<file path="config.mk">
export PLATFORM = sky130hd
export DESIGN_NAME = tmw_timer
export DESIGN_NICKNAME = d
export VERILOG_FILES = /design/src/include/tmw_pkg.sv /design/src/design/tmw_tick_gen.sv /design/src/design/tmw_timer.sv /design/src/design/tmw_wave_unit.sv
export VERILOG_INCLUDE_DIRS = /design/src /design/src/include
export SDC_FILE = /design/constraint.sdc
export NUM_CORES = 1
export LEC_CHECK = 0
export ABC_AREA = 1
export BUFFER_PORTS_ARGS = -buffer_cell sky130_fd_sc_hd__buf_2
export CORE_UTILIZATION = 42
export DETAILED_ROUTE_END_ITERATION = 8
export HOLD_SLACK_MARGIN = 0.15
export SLEW_MARGIN = 20
export SYNTH_ARGS = -nofsm -noshare
export SYNTH_HDL_FRONTEND = slang
export SYNTH_SLANG_ARGS = --single-unit
</file>
<file path="constraint.sdc">
create_clock -name ref_clk -period 3.4 [get_ports ref_clk]
set_input_delay 0.68 -clock ref_clk [delete_from_list [all_inputs] [get_ports ref_clk]]
set_output_delay 0.68 -clock ref_clk [all_outputs]
set_load 0.005 [all_outputs]
</file>
<file path="src/include/tmw_defines.svh">
`ifndef TMW_DEFINES_SVH
`define TMW_DEFINES_SVH
// Behaviour
// Nonzero channel B mode connects pin output.
// Software sets pin direction to output.
// Non-PWM: 01 toggle, 10 clear, 11 set.
// Fast PWM: 10 non-inverting, 11 inverting, 01 reserved.
// Phase-correct: 10/11 up/down match actions.
// Compare equals TOP: action moves to TOP.
// Three-bit waveform mode from two registers.
// Mode encoding selects sequence and TOP source.
// Compare update point and overflow point per mode.
// Force strobes honoured only in non-PWM modes.
// Software writes zero force bits in PWM.
// Force strobe applies match using current mode.
// Forced match sets no flag, no clear.
// Force bits always read as zero.
// Clock select 000 stops, 001 every cycle.
// 010-101 prescaled; 110/111 external falling/rising.
// External edges count even when pin output.
// Counter write suppresses next compare match.
// Channel A mode 01 toggles only with top bit.
// Ticks advance counter; phase-correct counts up/down.
// Reserved modes 4 and 6 act as normal.
`define TMW_OFS_CTRL_A 8'h44
`define TMW_OFS_CTRL_B 8'h45
`define TMW_OFS_COUNT 8'h46
`define TMW_OFS_CMP_A 8'h47
`define TMW_OFS_CMP_B 8'h48
`define TMW_RST_BYTE 8'h00
`define TMW_MAX 8'hff
`define TMW_BOTTOM 8'h00
`define TMW_CTRL_A_MASK 8'hf3
`define TMW_CTRL_B_MASK 8'h0f
`define TMW_BIT_FORCE_A 7
`define TMW_BIT_FORCE_B 6
`define TMW_BIT_WGM_HI 3
`define TMW_DIV_8 10'd7
`define TMW_DIV_64 10'd63
`define TMW_DIV_256 10'd255
`define TMW_DIV_1024 10'd1023
`endif

</file>
<file path="src/include/tmw_pkg.sv">
package tmw_pkg;
	typedef enum logic [1:0] {
		TMW_NON_PWM,
		TMW_FAST_PWM,
		TMW_PHASE_PWM
	} tmw_wave_t;
	typedef enum logic [2:0] {
		TMW_CS_STOP,
		TMW_CS_DIV1,
		TMW_CS_DIV8,
		TMW_CS_DIV64,
		TMW_CS_DIV256,
		TMW_CS_DIV1024,
		TMW_CS_EXT_FALL,
		TMW_CS_EXT_RISE
	} tmw_clk_sel_t;
endpackage

</file>
<file path="src/design/tmw_tick_gen.sv">
`timescale 1ns/1ns
`include "tmw_defines.svh"
module tmw_tick_gen (
	input wire logic ref_clk,
	input wire logic rst_n,
	input wire logic [2:0] clk_source_sel,
	input wire logic ext_count_in,
	output logic tick
);
	logic [9:0] pre_q;
	logic ext_s1_q;
	logic ext_s2_q;
	logic ext_s3_q;
	logic [9:0] div_lim;
	logic tick_d;

	always_ff @(posedge ref_clk) begin
		if (!rst_n) begin
			pre_q <= 10'h000;
		end else begin
			pre_q <= pre_q + 10'h001;
		end
	end

	// The pin is sampled regardless of its direction, so software can drive counting.
	always_ff @(posedge ref_clk) begin
		if (!rst_n) begin
			ext_s1_q <= 1'b0;
			ext_s2_q <= 1'b0;
			ext_s3_q <= 1'b0;
		end else begin
			ext_s1_q <= ext_count_in;
			ext_s2_q <= ext_s1_q;
			ext_s3_q <= ext_s2_q;
		end
	end

	always_comb begin
		div_lim = `TMW_DIV_8;
		tick_d = 1'b0;
		case (tmw_pkg::tmw_clk_sel_t'(clk_source_sel))
			tmw_pkg::TMW_CS_STOP: tick_d = 1'b0;
			tmw_pkg::TMW_CS_DIV1: tick_d = 1'b1;
			tmw_pkg::TMW_CS_DIV8: div_lim = `TMW_DIV_8;
			tmw_pkg::TMW_CS_DIV64: div_lim = `TMW_DIV_64;
			tmw_pkg::TMW_CS_DIV256: div_lim = `TMW_DIV_256;
			tmw_pkg::TMW_CS_DIV1024: div_lim = `TMW_DIV_1024;
			tmw_pkg::TMW_CS_EXT_FALL: tick_d = ext_s3_q & ~ext_s2_q;
			tmw_pkg::TMW_CS_EXT_RISE: tick_d = ext_s2_q & ~ext_s3_q;
			default: tick_d = 1'b0;
		endcase
		if (clk_source_sel >= 3'h2 && clk_source_sel <= 3'h5) begin
			tick_d = ((pre_q & div_lim) == div_lim);
		end
	end

	assign tick = tick_d;
endmodule

</file>
<file path="src/design/tmw_timer.sv">
`timescale 1ns/1ns
`include "tmw_defines.svh"
module tmw_timer (
	input wire logic ref_clk,
	input wire logic rst_n,
	input wire logic [7:0] reg_addr,
	input wire logic [7:0] reg_wdata,
	input wire logic reg_wr,
	input wire logic reg_rd,
	output logic [7:0] reg_rdata_q,
	input wire logic ext_count_in,
	output logic wave_out_a,
	output logic wave_out_b,
	output logic wave_en_a_q,
	output logic wave_en_b_q,
	output logic overflow_pulse_q,
	output logic match_a_pulse_q,
	output logic match_b_pulse_q
);
	// ----------------------------------------------------------------
	// Registers
	// ----------------------------------------------------------------
	logic [7:0] ctrl_a_q;
	logic [7:0] ctrl_b_q;
	logic [7:0] count_q;
	logic [7:0] cmp_a_q;
	logic [7:0] cmp_b_q;
	logic [7:0] cmp_a_buf_q;
	logic [7:0] cmp_b_buf_q;
	logic down_q;
	logic block_q;
	logic force_a_q;
	logic force_b_q;
	logic tick;
	logic [2:0] wave_gen_mode;
	logic [1:0] out_mode_a;
	logic [1:0] out_mode_b;
	logic [1:0] wave_sel;
	logic [7:0] top_val;
	logic at_top;
	logic at_bottom;
	logic match_a;
	logic match_b;
	logic wr_a;
	logic wr_b;
	logic wr_cnt;
	logic wr_ca;
	logic wr_cb;
	logic top_from_a;
	logic [7:0] count_d;
	logic down_d;

	assign wr_a = reg_wr && reg_addr == `TMW_OFS_CTRL_A;
	assign wr_b = reg_wr && reg_addr == `TMW_OFS_CTRL_B;
	assign wr_cnt = reg_wr && reg_addr == `TMW_OFS_COUNT;
	assign wr_ca = reg_wr && reg_addr == `TMW_OFS_CMP_A;
	assign wr_cb = reg_wr && reg_addr == `TMW_OFS_CMP_B;

	// ----------------------------------------------------------------
	// Mode decoding
	// ----------------------------------------------------------------
	assign wave_gen_mode = {ctrl_b_q[`TMW_BIT_WGM_HI], ctrl_a_q[1:0]};
	assign out_mode_a = ctrl_a_q[7:6];
	assign out_mode_b = ctrl_a_q[5:4];

	always_comb begin
		wave_sel = tmw_pkg::TMW_NON_PWM;
		top_from_a = 1'b0;
		case (wave_gen_mode)
			3'd1: wave_sel = tmw_pkg::TMW_PHASE_PWM;
			3'd2: top_from_a = 1'b1;
			3'd3: wave_sel = tmw_pkg::TMW_FAST_PWM;
			3'd5: begin
				wave_sel = tmw_pkg::TMW_PHASE_PWM;
				top_from_a = 1'b1;
			end
			3'd7: begin
				wave_sel = tmw_pkg::TMW_FAST_PWM;
				top_from_a = 1'b1;
			end
			default: wave_sel = tmw_pkg::TMW_NON_PWM;
		endcase
		top_val = top_from_a ? cmp_a_q : `TMW_MAX;
	end

	assign at_top = count_q == top_val;
	assign at_bottom = count_q == `TMW_BOTTOM;
	assign match_a = tick && !block_q && count_q == cmp_a_q;
	assign match_b = tick && !block_q && count_q == cmp_b_q;

	// ----------------------------------------------------------------
	// Clock source
	// ----------------------------------------------------------------
	tmw_tick_gen u_tick (
		.ref_clk(ref_clk),
		.rst_n(rst_n),
		.clk_source_sel(ctrl_b_q[2:0]),
		.ext_count_in(ext_count_in),
		.tick(tick)
	);

	// ----------------------------------------------------------------
	// Register writes
	// ----------------------------------------------------------------
	always_ff @(posedge ref_clk) begin
		if (!rst_n) begin
			ctrl_a_q <= `TMW_RST_BYTE;
			ctrl_b_q <= `TMW_RST_BYTE;
		end else begin
			if (wr_a) ctrl_a_q <= reg_wdata & `TMW_CTRL_A_MASK;
			if (wr_b) ctrl_b_q <= reg_wdata & `TMW_CTRL_B_MASK;
		end
	end

	// Force bits are only latched for one cycle and ignored in PWM modes.
	always_ff @(posedge ref_clk) begin
		if (!rst_n) begin
			force_a_q <= 1'b0;
			force_b_q <= 1'b0;
		end else begin
			force_a_q <= wr_b && reg_wdata[`TMW_BIT_FORCE_A]
				&& wave_sel == tmw_pkg::TMW_NON_PWM;
			force_b_q <= wr_b && reg_wdata[`TMW_BIT_FORCE_B]
				&& wave_sel == tmw_pkg::TMW_NON_PWM;
		end
	end

	// Buffered compare values load immediately in non-PWM modes and at TOP in both PWM modes.
	always_ff @(posedge ref_clk) begin
		if (!rst_n) begin
			cmp_a_buf_q <= `TMW_RST_BYTE;
			cmp_b_buf_q <= `TMW_RST_BYTE;
			cmp_a_q <= `TMW_RST_BYTE;
			cmp_b_q <= `TMW_RST_BYTE;
		end else begin
			if (wr_ca) cmp_a_buf_q <= reg_wdata;
			if (wr_cb) cmp_b_buf_q <= reg_wdata;
			if (wave_sel == tmw_pkg::TMW_NON_PWM) begin
				cmp_a_q <= wr_ca ? reg_wdata : cmp_a_buf_q;
				cmp_b_q <= wr_cb ? reg_wdata : cmp_b_buf_q;
			end else if (tick && ((wave_sel == tmw_pkg::TMW_PHASE_PWM && at_top)
				|| (wave_sel == tmw_pkg::TMW_FAST_PWM && at_top))) begin
				cmp_a_q <= cmp_a_buf_q;
				cmp_b_q <= cmp_b_buf_q;
			end
		end
	end

	// ----------------------------------------------------------------
	// Counter
	// ----------------------------------------------------------------
	always_comb begin
		count_d = count_q;
		down_d = down_q;
		if (tick) begin
			if (wave_sel == tmw_pkg::TMW_PHASE_PWM) begin
				if (!down_q && at_top) begin
					down_d = 1'b1;
					count_d = count_q - 8'h01;
				end else if (down_q && at_bottom) begin
					down_d = 1'b0;
					count_d = count_q + 8'h01;
				end else begin
					count_d = down_q ? count_q - 8'h01 : count_q + 8'h01;
				end
			end else begin
				down_d = 1'b0;
				// A forced match never clears the counter; only real TOP does.
				count_d = at_top ? `TMW_BOTTOM : count_q + 8'h01;
			end
		end
	end

	always_ff @(posedge ref_clk) begin
		if (!rst_n) begin
			count_q <= `TMW_RST_BYTE;
			down_q <= 1'b0;
			block_q <= 1'b0;
		end else begin
			count_q <= wr_cnt ? reg_wdata : count_d;
			down_q <= down_d;
			if (wr_cnt) block_q <= 1'b1;
			else if (tick) block_q <= 1'b0;
		end
	end

	// ----------------------------------------------------------------
	// Events and readback
	// ----------------------------------------------------------------
	always_ff @(posedge ref_clk) begin
		if (!rst_n) begin
			overflow_pulse_q <= 1'b0;
			match_a_pulse_q <= 1'b0;
			match_b_pulse_q <= 1'b0;
		end else begin
			case (wave_gen_mode)
				3'd1, 3'd5: overflow_pulse_q <= tick && down_q && at_bottom;
				3'd7: overflow_pulse_q <= tick && at_top;
				default: overflow_pulse_q <= tick && count_q == `TMW_MAX;
			endcase
			match_a_pulse_q <= match_a;
			match_b_pulse_q <= match_b;
		end
	end

	always_ff @(posedge ref_clk) begin
		if (!rst_n) begin
			reg_rdata_q <= `TMW_RST_BYTE;
		end else if (reg_rd) begin
			case (reg_addr)
				`TMW_OFS_CTRL_A: reg_rdata_q <= ctrl_a_q;
				`TMW_OFS_CTRL_B: reg_rdata_q <= ctrl_b_q;
				`TMW_OFS_COUNT: reg_rdata_q <= count_q;
				`TMW_OFS_CMP_A: reg_rdata_q <= cmp_a_buf_q;
				`TMW_OFS_CMP_B: reg_rdata_q <= cmp_b_buf_q;
				default: reg_rdata_q <= `TMW_RST_BYTE;
			endcase
		end
	end

	// The pin driver also needs its direction bit set by software.
	always_ff @(posedge ref_clk) begin
		if (!rst_n) begin
			wave_en_a_q <= 1'b0;
			wave_en_b_q <= 1'b0;
		end else begin
			wave_en_a_q <= out_mode_a != 2'b00
				&& !(out_mode_a == 2'b01 && wave_sel != tmw_pkg::TMW_NON_PWM
				&& !ctrl_b_q[`TMW_BIT_WGM_HI]);
			wave_en_b_q <= out_mode_b != 2'b00;
		end
	end

	// ----------------------------------------------------------------
	// Waveform units
	// ----------------------------------------------------------------
	tmw_wave_unit u_wave_a (
		.ref_clk(ref_clk),
		.rst_n(rst_n),
		.wave_sel(wave_sel),
		.out_mode(out_mode_a),
		.toggle_ok(ctrl_b_q[`TMW_BIT_WGM_HI]),
		.match(match_a),
		.force_match(force_a_q),
		.at_top(at_top),
		.at_bottom(at_bottom),
		.cmp_is_top(cmp_a_q == top_val),
		.counting_down(down_q),
		.tick(tick),
		.wave_q(wave_out_a)
	);

	tmw_wave_unit u_wave_b (
		.ref_clk(ref_clk),
		.rst_n(rst_n),
		.wave_sel(wave_sel),
		.out_mode(out_mode_b),
		.toggle_ok(1'b0),
		.match(match_b),
		.force_match(force_b_q),
		.at_top(at_top),
		.at_bottom(at_bottom),
		.cmp_is_top(cmp_b_q == top_val),
		.counting_down(down_q),
		.tick(tick),
		.wave_q(wave_out_b)
	);
endmodule

</file>
<file path="src/design/tmw_wave_unit.sv">
`timescale 1ns/1ns
`include "tmw_defines.svh"
module tmw_wave_unit (
	input wire logic ref_clk,
	input wire logic rst_n,
	input wire logic [1:0] wave_sel,
	input wire logic [1:0] out_mode,
	input wire logic toggle_ok,
	input wire logic match,
	input wire logic force_match,
	input wire logic at_top,
	input wire logic at_bottom,
	input wire logic cmp_is_top,
	input wire logic counting_down,
	input wire logic tick,
	output logic wave_q
);
	logic wave_d;
	logic pwm_match;

	always_comb begin
		wave_d = wave_q;
		pwm_match = match && !(cmp_is_top && out_mode[1]);
		case (tmw_pkg::tmw_wave_t'(wave_sel))
			tmw_pkg::TMW_NON_PWM: begin
				if (match || force_match) begin
					case (out_mode)
						2'b01: wave_d = ~wave_q;
						2'b10: wave_d = 1'b0;
						2'b11: wave_d = 1'b1;
						default: wave_d = wave_q;
					endcase
				end
			end
			tmw_pkg::TMW_FAST_PWM: begin
				if (out_mode == 2'b01) begin
					if (toggle_ok && match) wave_d = ~wave_q;
				end else if (out_mode[1] && tick) begin
					if (at_bottom || (cmp_is_top && at_top)) wave_d = ~out_mode[0];
					else if (pwm_match) wave_d = out_mode[0];
				end
			end
			tmw_pkg::TMW_PHASE_PWM: begin
				if (out_mode == 2'b01) begin
					if (toggle_ok && match) wave_d = ~wave_q;
				end else if (out_mode[1] && tick) begin
					if (cmp_is_top && at_top) wave_d = out_mode[0];
					else if (pwm_match) wave_d = counting_down ^ out_mode[0];
				end
			end
			default: wave_d = wave_q;
		endcase
	end

	always_ff @(posedge ref_clk) begin
		if (!rst_n) begin
			wave_q <= 1'b0;
		end else begin
			wave_q <= wave_d;
		end
	end
endmodule

</file>
**Word-level counts from Yosys, hierarchy flattened**

Index checks and enable logic that the tools add are counted.

- Bits in registers: 82
- Bits of input ports: 21
- Output and inout port bits: 15
- Word-level logic and storage cells: 193

- Add/subtract/negate cells: 3
- Order comparisons: 2
- Equal/unequal tests: 46
- Mux-type cells: 49
- Bitwise operators: 11
- Reduce and logical (&&, ||, !) cells: 59

Operator list:

| kind | number |
|---|---|
| 2-to-1 mux 8 bit | 14 |
| == test 8 x 7 -> 1 bit, second input constant | 5 |
| == test 8 bit | 5 |
| case mux 8 bit (5 select lines) | 1 |
| logical AND 1 bit | 34 |
| case mux 10 bit (3 select lines) | 1 |
| 2-to-1 mux 1 bit | 26 |
| == test 3 bit, second input constant | 6 |
| inequality test 4 x 1 -> 1 bit, second input constant | 4 |
| inequality test 3 x 1 -> 1 bit, second input constant | 5 |
| case mux 1 bit (3 select lines) | 5 |
| adder 10 x 1 -> 10 bit, second input constant | 1 |
| AND 10 bit | 1 |
| == test 10 bit | 1 |
| == test 2 bit, second input constant | 5 |
| nonzero test 2 bit | 5 |
| == test 3 x 2 -> 1 bit, second input constant | 3 |
| AND reduction 9 bit | 1 |
| adder 8 x 1 -> 8 bit, second input constant | 1 |
| == test 8 bit, second input constant | 1 |
| logical NOT 8 bit | 1 |
| inequality test 2 x 1 -> 1 bit, second input constant | 4 |
| subtractor 8 x 1 -> 8 bit, second input constant | 1 |
| AND reduction 7 bit | 1 |
| 17 further kinds | 38 |

**Longest topological paths before layout**

- Depth in word-level cells: 13
- Depth in mapped cells: 18
- Gate-level depth less buffers: 17

**By module**

From an unflattened synthesis, not the netlist that was laid out.

- Cell total of the unflattened synthesis: 806
- Area, all modules: 5255.0 sq um

By module, submodules not included:

| module | times used | cells an instance | area each (sq um) | seq. area each (sq um) |
|---|---|---|---|---|
| tmw_timer | 1 | 607 | 4018.9 | 1341.3 |
| tmw_wave_unit | 2 | 55 | 312.8 | 20.0 |
| tmw_tick_gen | 1 | 89 | 610.6 | 260.2 |

**Least setup slack after synthesis**

No wires, ideal clock.

- Kind: in2reg
- Start: input reg_addr[6]
- End: register cmp_a_q[3]
- Library setup time: 137 ps
- Data arrival time: 2002 ps
- Data required time: 3263 ps
- Slack: 1261 ps
- Stages: 12
- Path buffers: 1
- Cells stage by stage: inv_1 nor2_1 nand2_1 nor2_1 nand3_1 inv_1 nand2_1 buf_2 o21ai_0 nor2_1 a31oi_1 a21oi_1

- Cells in the longest elaborated chain, start to end: 4

RTL lines:

| what | line | source |
|---|---|---|
| start, declared | tmw_timer.sv:6 | `input wire logic [7:0] reg_addr,` |
| == test 8 x 7 -> 1 bit | -- |  |
| logical AND 1 bit (no line) | -- |  |
| 2-to-1 mux 8 bit | -- |  |
| 2-to-1 mux 8 bit | tmw_timer.sv:138 | `if (wave_sel == tmw_pkg::TMW_NON_PWM) begin` |
| end signal, assigned | tmw_timer.sv:133 | `` cmp_a_q <= `TMW_RST_BYTE; `` |
| end signal, assigned | tmw_timer.sv:139 | `cmp_a_q <= wr_ca ? reg_wdata : cmp_a_buf_q;` |
| end signal, assigned | tmw_timer.sv:143 | `cmp_a_q <= cmp_a_buf_q;` |
| end, declared | tmw_timer.sv:26 | `logic [7:0] cmp_a_q;` |

Every way passes these cells.
A chain may end at the register's enable or synchronous reset.

**Worst setup path in the final report**

- Start: register count_q[1]
- End: register count_q[1]

- Cells in the longest elaborated chain, start to end: 7
- Elaborated cells between the ends (all ways): 13
- Those cells by class: add/sub (2); eq/ne (1); mux (7); reduce/logical (3)

RTL lines:

| what | line | source |
|---|---|---|
| start, declared | tmw_timer.sv:25 | `logic [7:0] count_q;` |
| start signal, assigned | tmw_timer.sv:176 | `` count_q <= `TMW_RST_BYTE; `` |
| start signal, assigned | tmw_timer.sv:180 | `count_q <= wr_cnt ? reg_wdata : count_d;` |
| adder 8 x 1 -> 8 bit (tied with other cells) | tmw_timer.sv:162, tmw_timer.sv:164, tmw_timer.sv:169 |  |
| 2-to-1 mux 8 bit / logical AND 1 bit (equally long branches) | tmw_timer.sv:164, tmw_timer.sv:160 |  |
| 2-to-1 mux 8 bit | tmw_timer.sv:160 | `end else if (down_q && at_bottom) begin` |
| 2-to-1 mux 8 bit | tmw_timer.sv:157 | `if (!down_q && at_top) begin` |
| 2-to-1 mux 8 bit * | tmw_timer.sv:156 | `if (wave_sel == tmw_pkg::TMW_PHASE_PWM) begin` |
| 2-to-1 mux 8 bit * | tmw_timer.sv:155 | `if (tick) begin` |
| 2-to-1 mux 8 bit * | tmw_timer.sv:180 |  |

Every way passes the cells marked *; elsewhere a longest branch is shown, timed or not. The select of a mux whose other input is x is not followed.

==> summary.log <==
INFO  outcome        outcome=finished clean
INFO  critical_path  timing.critical_path.cells=inv_1 -> ha_1 -> nand2_1 -> nor2_2 -> nand4_1 -> nor2_1 -> nor2_1 -> nand2_4 -> nand2_1 -> nand2_1 -> nand2_1 -> nand2_1 -> a21oi_2
INFO  synthesis      synthXorXnorAreaFrac=3.38%
INFO  power          vdd_ir_drop_max=208uV
INFO  clocking       buffers_inserted_during_post_cts_setup_optimization=0
INFO  synthesis      synth_mux_area_share=0.387%
INFO  critical_path  rrSetupSlack=0.76ns
INFO  clocking       tritoncts.num_buffers=9
INFO  finish         antennaDiodeCount=0
INFO  route          avgRoutedWirePerCell=16.3um
INFO  clocking       cts-root-buf=sky130_fd_sc_hd__clkbuf_16
INFO  synthesis      synth_ff_type=sky130_fd_sc_hd__dfxtp_1
INFO  finish         filler_cell_count=1232
INFO  finish         post_route_cells_drive_above_1_share=10.2%
INFO  min_path       hold_depth=2
INFO  clocking       cts_sinks=82
INFO  critical_path  startpoint_type=flop
INFO  timing         final-hold-violation-count=0
INFO  synthesis      synth_cell_type_count=43
INFO  synthesis      synth_adder_area_share=1.45%
INFO  global_routing global_route.usage.total=26.9%
INFO  route          initialDrtViolationCount=561
INFO  critical_path  critical_path_peak_fanout=7
INFO  critical_path  crit_slowest_cell=sky130_fd_sc_hd__dfxtp_1
INFO  finish         num-nets-final=875
INFO  synthesis      main_combinational_cell_family_by_area_after_synthesis=simple AND/OR/NAND/NOR gates
INFO  run            drv_cap=0
INFO  placement      place.detailed.hpwl=12300um
INFO  route          detail_route.vias_per_cell=5.50
INFO  floorplan      die_h=113um
INFO  timing         setup_tns=0ns
INFO  route          drcViolationCount=0
INFO  power          power-per-cell-area=339nW/um^2
INFO  floorplan      core_area=12000um^2
INFO  floorplan      initial_core_utilization=43.1%
INFO  synthesis      synthTopCellsByArea=sky130_fd_sc_hd__dfxtp_1 32%, sky130_fd_sc_hd__nand2_1 18%, sky130_fd_sc_hd__nor2_1 7.0%, sky130_fd_sc_hd__inv_1 6.2%, sky130_fd_sc_hd__a21oi_1 5.8%
INFO  finish         multi_input_area=3020um^2
INFO  floorplan      placement_rows=40
INFO  synthesis      synth_nets=852
INFO  timing         worstMarginPinSlew=0.769ns
INFO  critical_path  worst_ep_arrival_time=2.86ns
INFO  clocking       clk_path_buf_depth=2
INFO  critical_path  criticalPathCategory=flop to flop
INFO  timing         hold-worst-slack=0.438ns
INFO  critical_path  worst-endpoint-required=3.62ns
INFO  synthesis      post-synth-top-area-fraction=31.7%
INFO  global_routing gr-total-overflow=0
INFO  finish         ff_latch_area=1640um^2
INFO  critical_path  rr_worst_depth=13
INFO  clocking       clk_pin_slew=0.06ns
INFO  synthesis      avgSynthCellArea=6.28um^2
INFO  critical_path  worst-path-buf-inv=1
INFO  global_routing grt_pass1_wl=26700um
INFO  placement      port_buffers=35
INFO  clocking       clk_latency=0.34ns
INFO  timing         report.final.slew_viol_count=0
INFO  synthesis      post_synth_inst_count=825
INFO  clocking       post_cts_resize_count=0
INFO  timing         clock-skew-final=0.00582ns
INFO  synthesis      post_synthesis_compound_gate_area_fraction=14.8%
INFO  clocking       clock_tree.htree_level_count=3
INFO  global_routing grt_pass1_vias=4999
INFO  floorplan      die_w=113um
INFO  route          drt.antenna.violating_nets=0
INFO  route          dr_total_vias=5491
INFO  synthesis      synth-simple-area-share=38.2%
INFO  timing         finalSetupViolCount=0
INFO  critical_path  critical-path-top-delay-family=simple AND/OR/NAND/NOR gates
INFO  clocking       cts_tree=yes
INFO  synthesis      ys_seq_elements=82
INFO  route          routed_wire_length=16300um
INFO  critical_path  cp.depth=13
INFO  timing         max-slew-margin-rel=48.3%
INFO  critical_path  cp_common_cell=sky130_fd_sc_hd__nand2_1
INFO  synthesis      synth.cell_area=5180um^2
INFO  clocking       cts_stage_hold_buffer_count=0
INFO  timing         timing.final.crit_share=77.6%
INFO  critical_path  timing.critical_path.to_type=flop
INFO  route          drtPass1Iterations=5
INFO  synthesis      synth-warning-count=0
INFO  synthesis      synth.largest_area_cell=sky130_fd_sc_hd__dfxtp_1
INFO  timing         fmaxAchievable=0.379GHz
INFO  synthesis      synth_async_sr_flop_share=0%
INFO  timing         period_minus_slack=2.64ns
INFO  synthesis      synth_sequential_area_ratio=31.7%
INFO  global_routing maximum_number_of_pins_on_one_net_before_global_route_repair=38
INFO  critical_path  cp_slowest_stage_delay=0.44ns
INFO  synthesis      synth_edf_count=0
INFO  finish         areaGrowthSynthToFinish=9.95%
INFO  min_path       hold_path.class=flop to flop
INFO  floorplan      top_level_ports=36
INFO  power          power.leakage=0.00254uW
INFO  floorplan      die_area=12800um^2
INFO  global_routing initial_antenna_violation_count=0
INFO  timing         unrepaired_setup_endpoints_after_global_routing=no
INFO  placement      place_congestion=0.966
layout make-up:
cell class,instances,share of cell area (%)
Clock inverter,5,0.571
Timing Repair Buffer,43,4.13
Tap cell,147,3.23
Sequential cell,82,28.8
Inverter,95,6.26
Clock buffer,10,4.02
Multi-Input combinational cell,617,53.0
worst reg2reg max path: stages (launching register included):
cell	delay (ns)
sky130_fd_sc_hd__dfxtp_1	0.44
sky130_fd_sc_hd__inv_1	0.30
sky130_fd_sc_hd__ha_1	0.22
sky130_fd_sc_hd__nand2_1	0.08
sky130_fd_sc_hd__nor2_2	0.16
sky130_fd_sc_hd__nand4_1	0.25
sky130_fd_sc_hd__nor2_1	0.38
sky130_fd_sc_hd__nor2_1	0.17
sky130_fd_sc_hd__nand2_4	0.13
sky130_fd_sc_hd__nand2_1	0.07
sky130_fd_sc_hd__nand2_1	0.10
sky130_fd_sc_hd__nand2_1	0.08
sky130_fd_sc_hd__nand2_1	0.08
sky130_fd_sc_hd__a21oi_2	0.05
per-layer routing:
metal	up-vias	share of wire, %	GRT usage (%)
met5	-	0	0
met4	0	2.9	11.4
met3	33	6.2	2.09
met2	192	44	41.5
met1	2526	47	38.6
li1	2740	-	-
stage by stage:
stage               utilization (%)  cell area [um^2]  setup WS [ns]  instances  total power [uW]
finish                         47.4              5690          0.762        999              1930
global route                   47.4              5690          0.591        999              2000
CTS                            47.4              5690          0.879        999              1940
detailed placement             45.2              5430          0.681        984              1070
global placement               45.2              5430          0.704        984              1070
floorplan                         -              5180           1.26        825              1040
Yosys cell counts (all sizes together) (2+ instances only):
master / count
a21oi: 63
nor3: 12
buf: 16
mux2i: 2
nand3b: 3
o21ai: 39
clkbuf: 15
inv: 91
ha: 6
nor2: 104
dfxtp: 82
a31oi: 20
o2bb2ai: 2
or2: 2
nor4: 4
a211oi: 3
xor2: 15
o2111ai: 5
nand4: 29
xnor2: 5
nand2: 256
clkinv: 4
nand3: 42
cells by family after synthesis:
| group | after synthesis |
|---|---|
| xor gates and xnor gates | 20 |
| buffers and inverters | 126 |
| and+or+nand+nor | 453 |
| DFF | 82 |
| muxes | 2 |
| adders and majority gates | 6 |
| AOI/OAI and AO/OA | 136 |
placed cells by master (no fill, tap or decap), types with 6 or more instances in the layout:
cell type | synthesis | final
sky130_fd_sc_hd__nor2_2 | 6 | 6
sky130_fd_sc_hd__inv_1 | 86 | 85
sky130_fd_sc_hd__nand2_1 | 251 | 251
sky130_fd_sc_hd__clkbuf_16 | 0 | 9
sky130_fd_sc_hd__buf_4 | 0 | 8
sky130_fd_sc_hd__xor2_1 | 15 | 15
sky130_fd_sc_hd__a31oi_1 | 20 | 20
sky130_fd_sc_hd__o21ai_0 | 35 | 35
sky130_fd_sc_hd__nand3_1 | 36 | 36
sky130_fd_sc_hd__nor3_1 | 12 | 12
sky130_fd_sc_hd__nand4_1 | 28 | 28
sky130_fd_sc_hd__dfxtp_1 | 82 | 82
sky130_fd_sc_hd__ha_1 | 6 | 6
sky130_fd_sc_hd__nor2_1 | 96 | 96
sky130_fd_sc_hd__a21oi_1 | 60 | 60
sky130_fd_sc_hd__buf_2 | 9 | 35
power by group:
group	internal (uW)	switching [uW]	leakage [uW]
clock network	487	386	0.000120
logic	24.2	56.8	0.00176
registers	968	5.57	0.000662
worst paths after layout:
| path | from | endpoint |
|---|---|---|
| max | count_q[1] | count_q[1] |
| min | u_tick.ext_s2_q | u_tick.ext_s3_q |
| max reg2reg | count_q[1] | count_q[1] |
| min reg2reg | u_tick.ext_s2_q | u_tick.ext_s3_q |
registers in the layout, indices dropped and copies added, names as in the netlist, 4 cells and up:
register	cells
reg_rdata_q	8
cmp_b_q	8
count_q	8
cmp_a_buf_q	8
cmp_b_buf_q	8
cmp_a_q	8
ctrl_b_q	4
ctrl_a_q	6
u_tick.pre_q	10
Power figures use the tool's default switching activity.
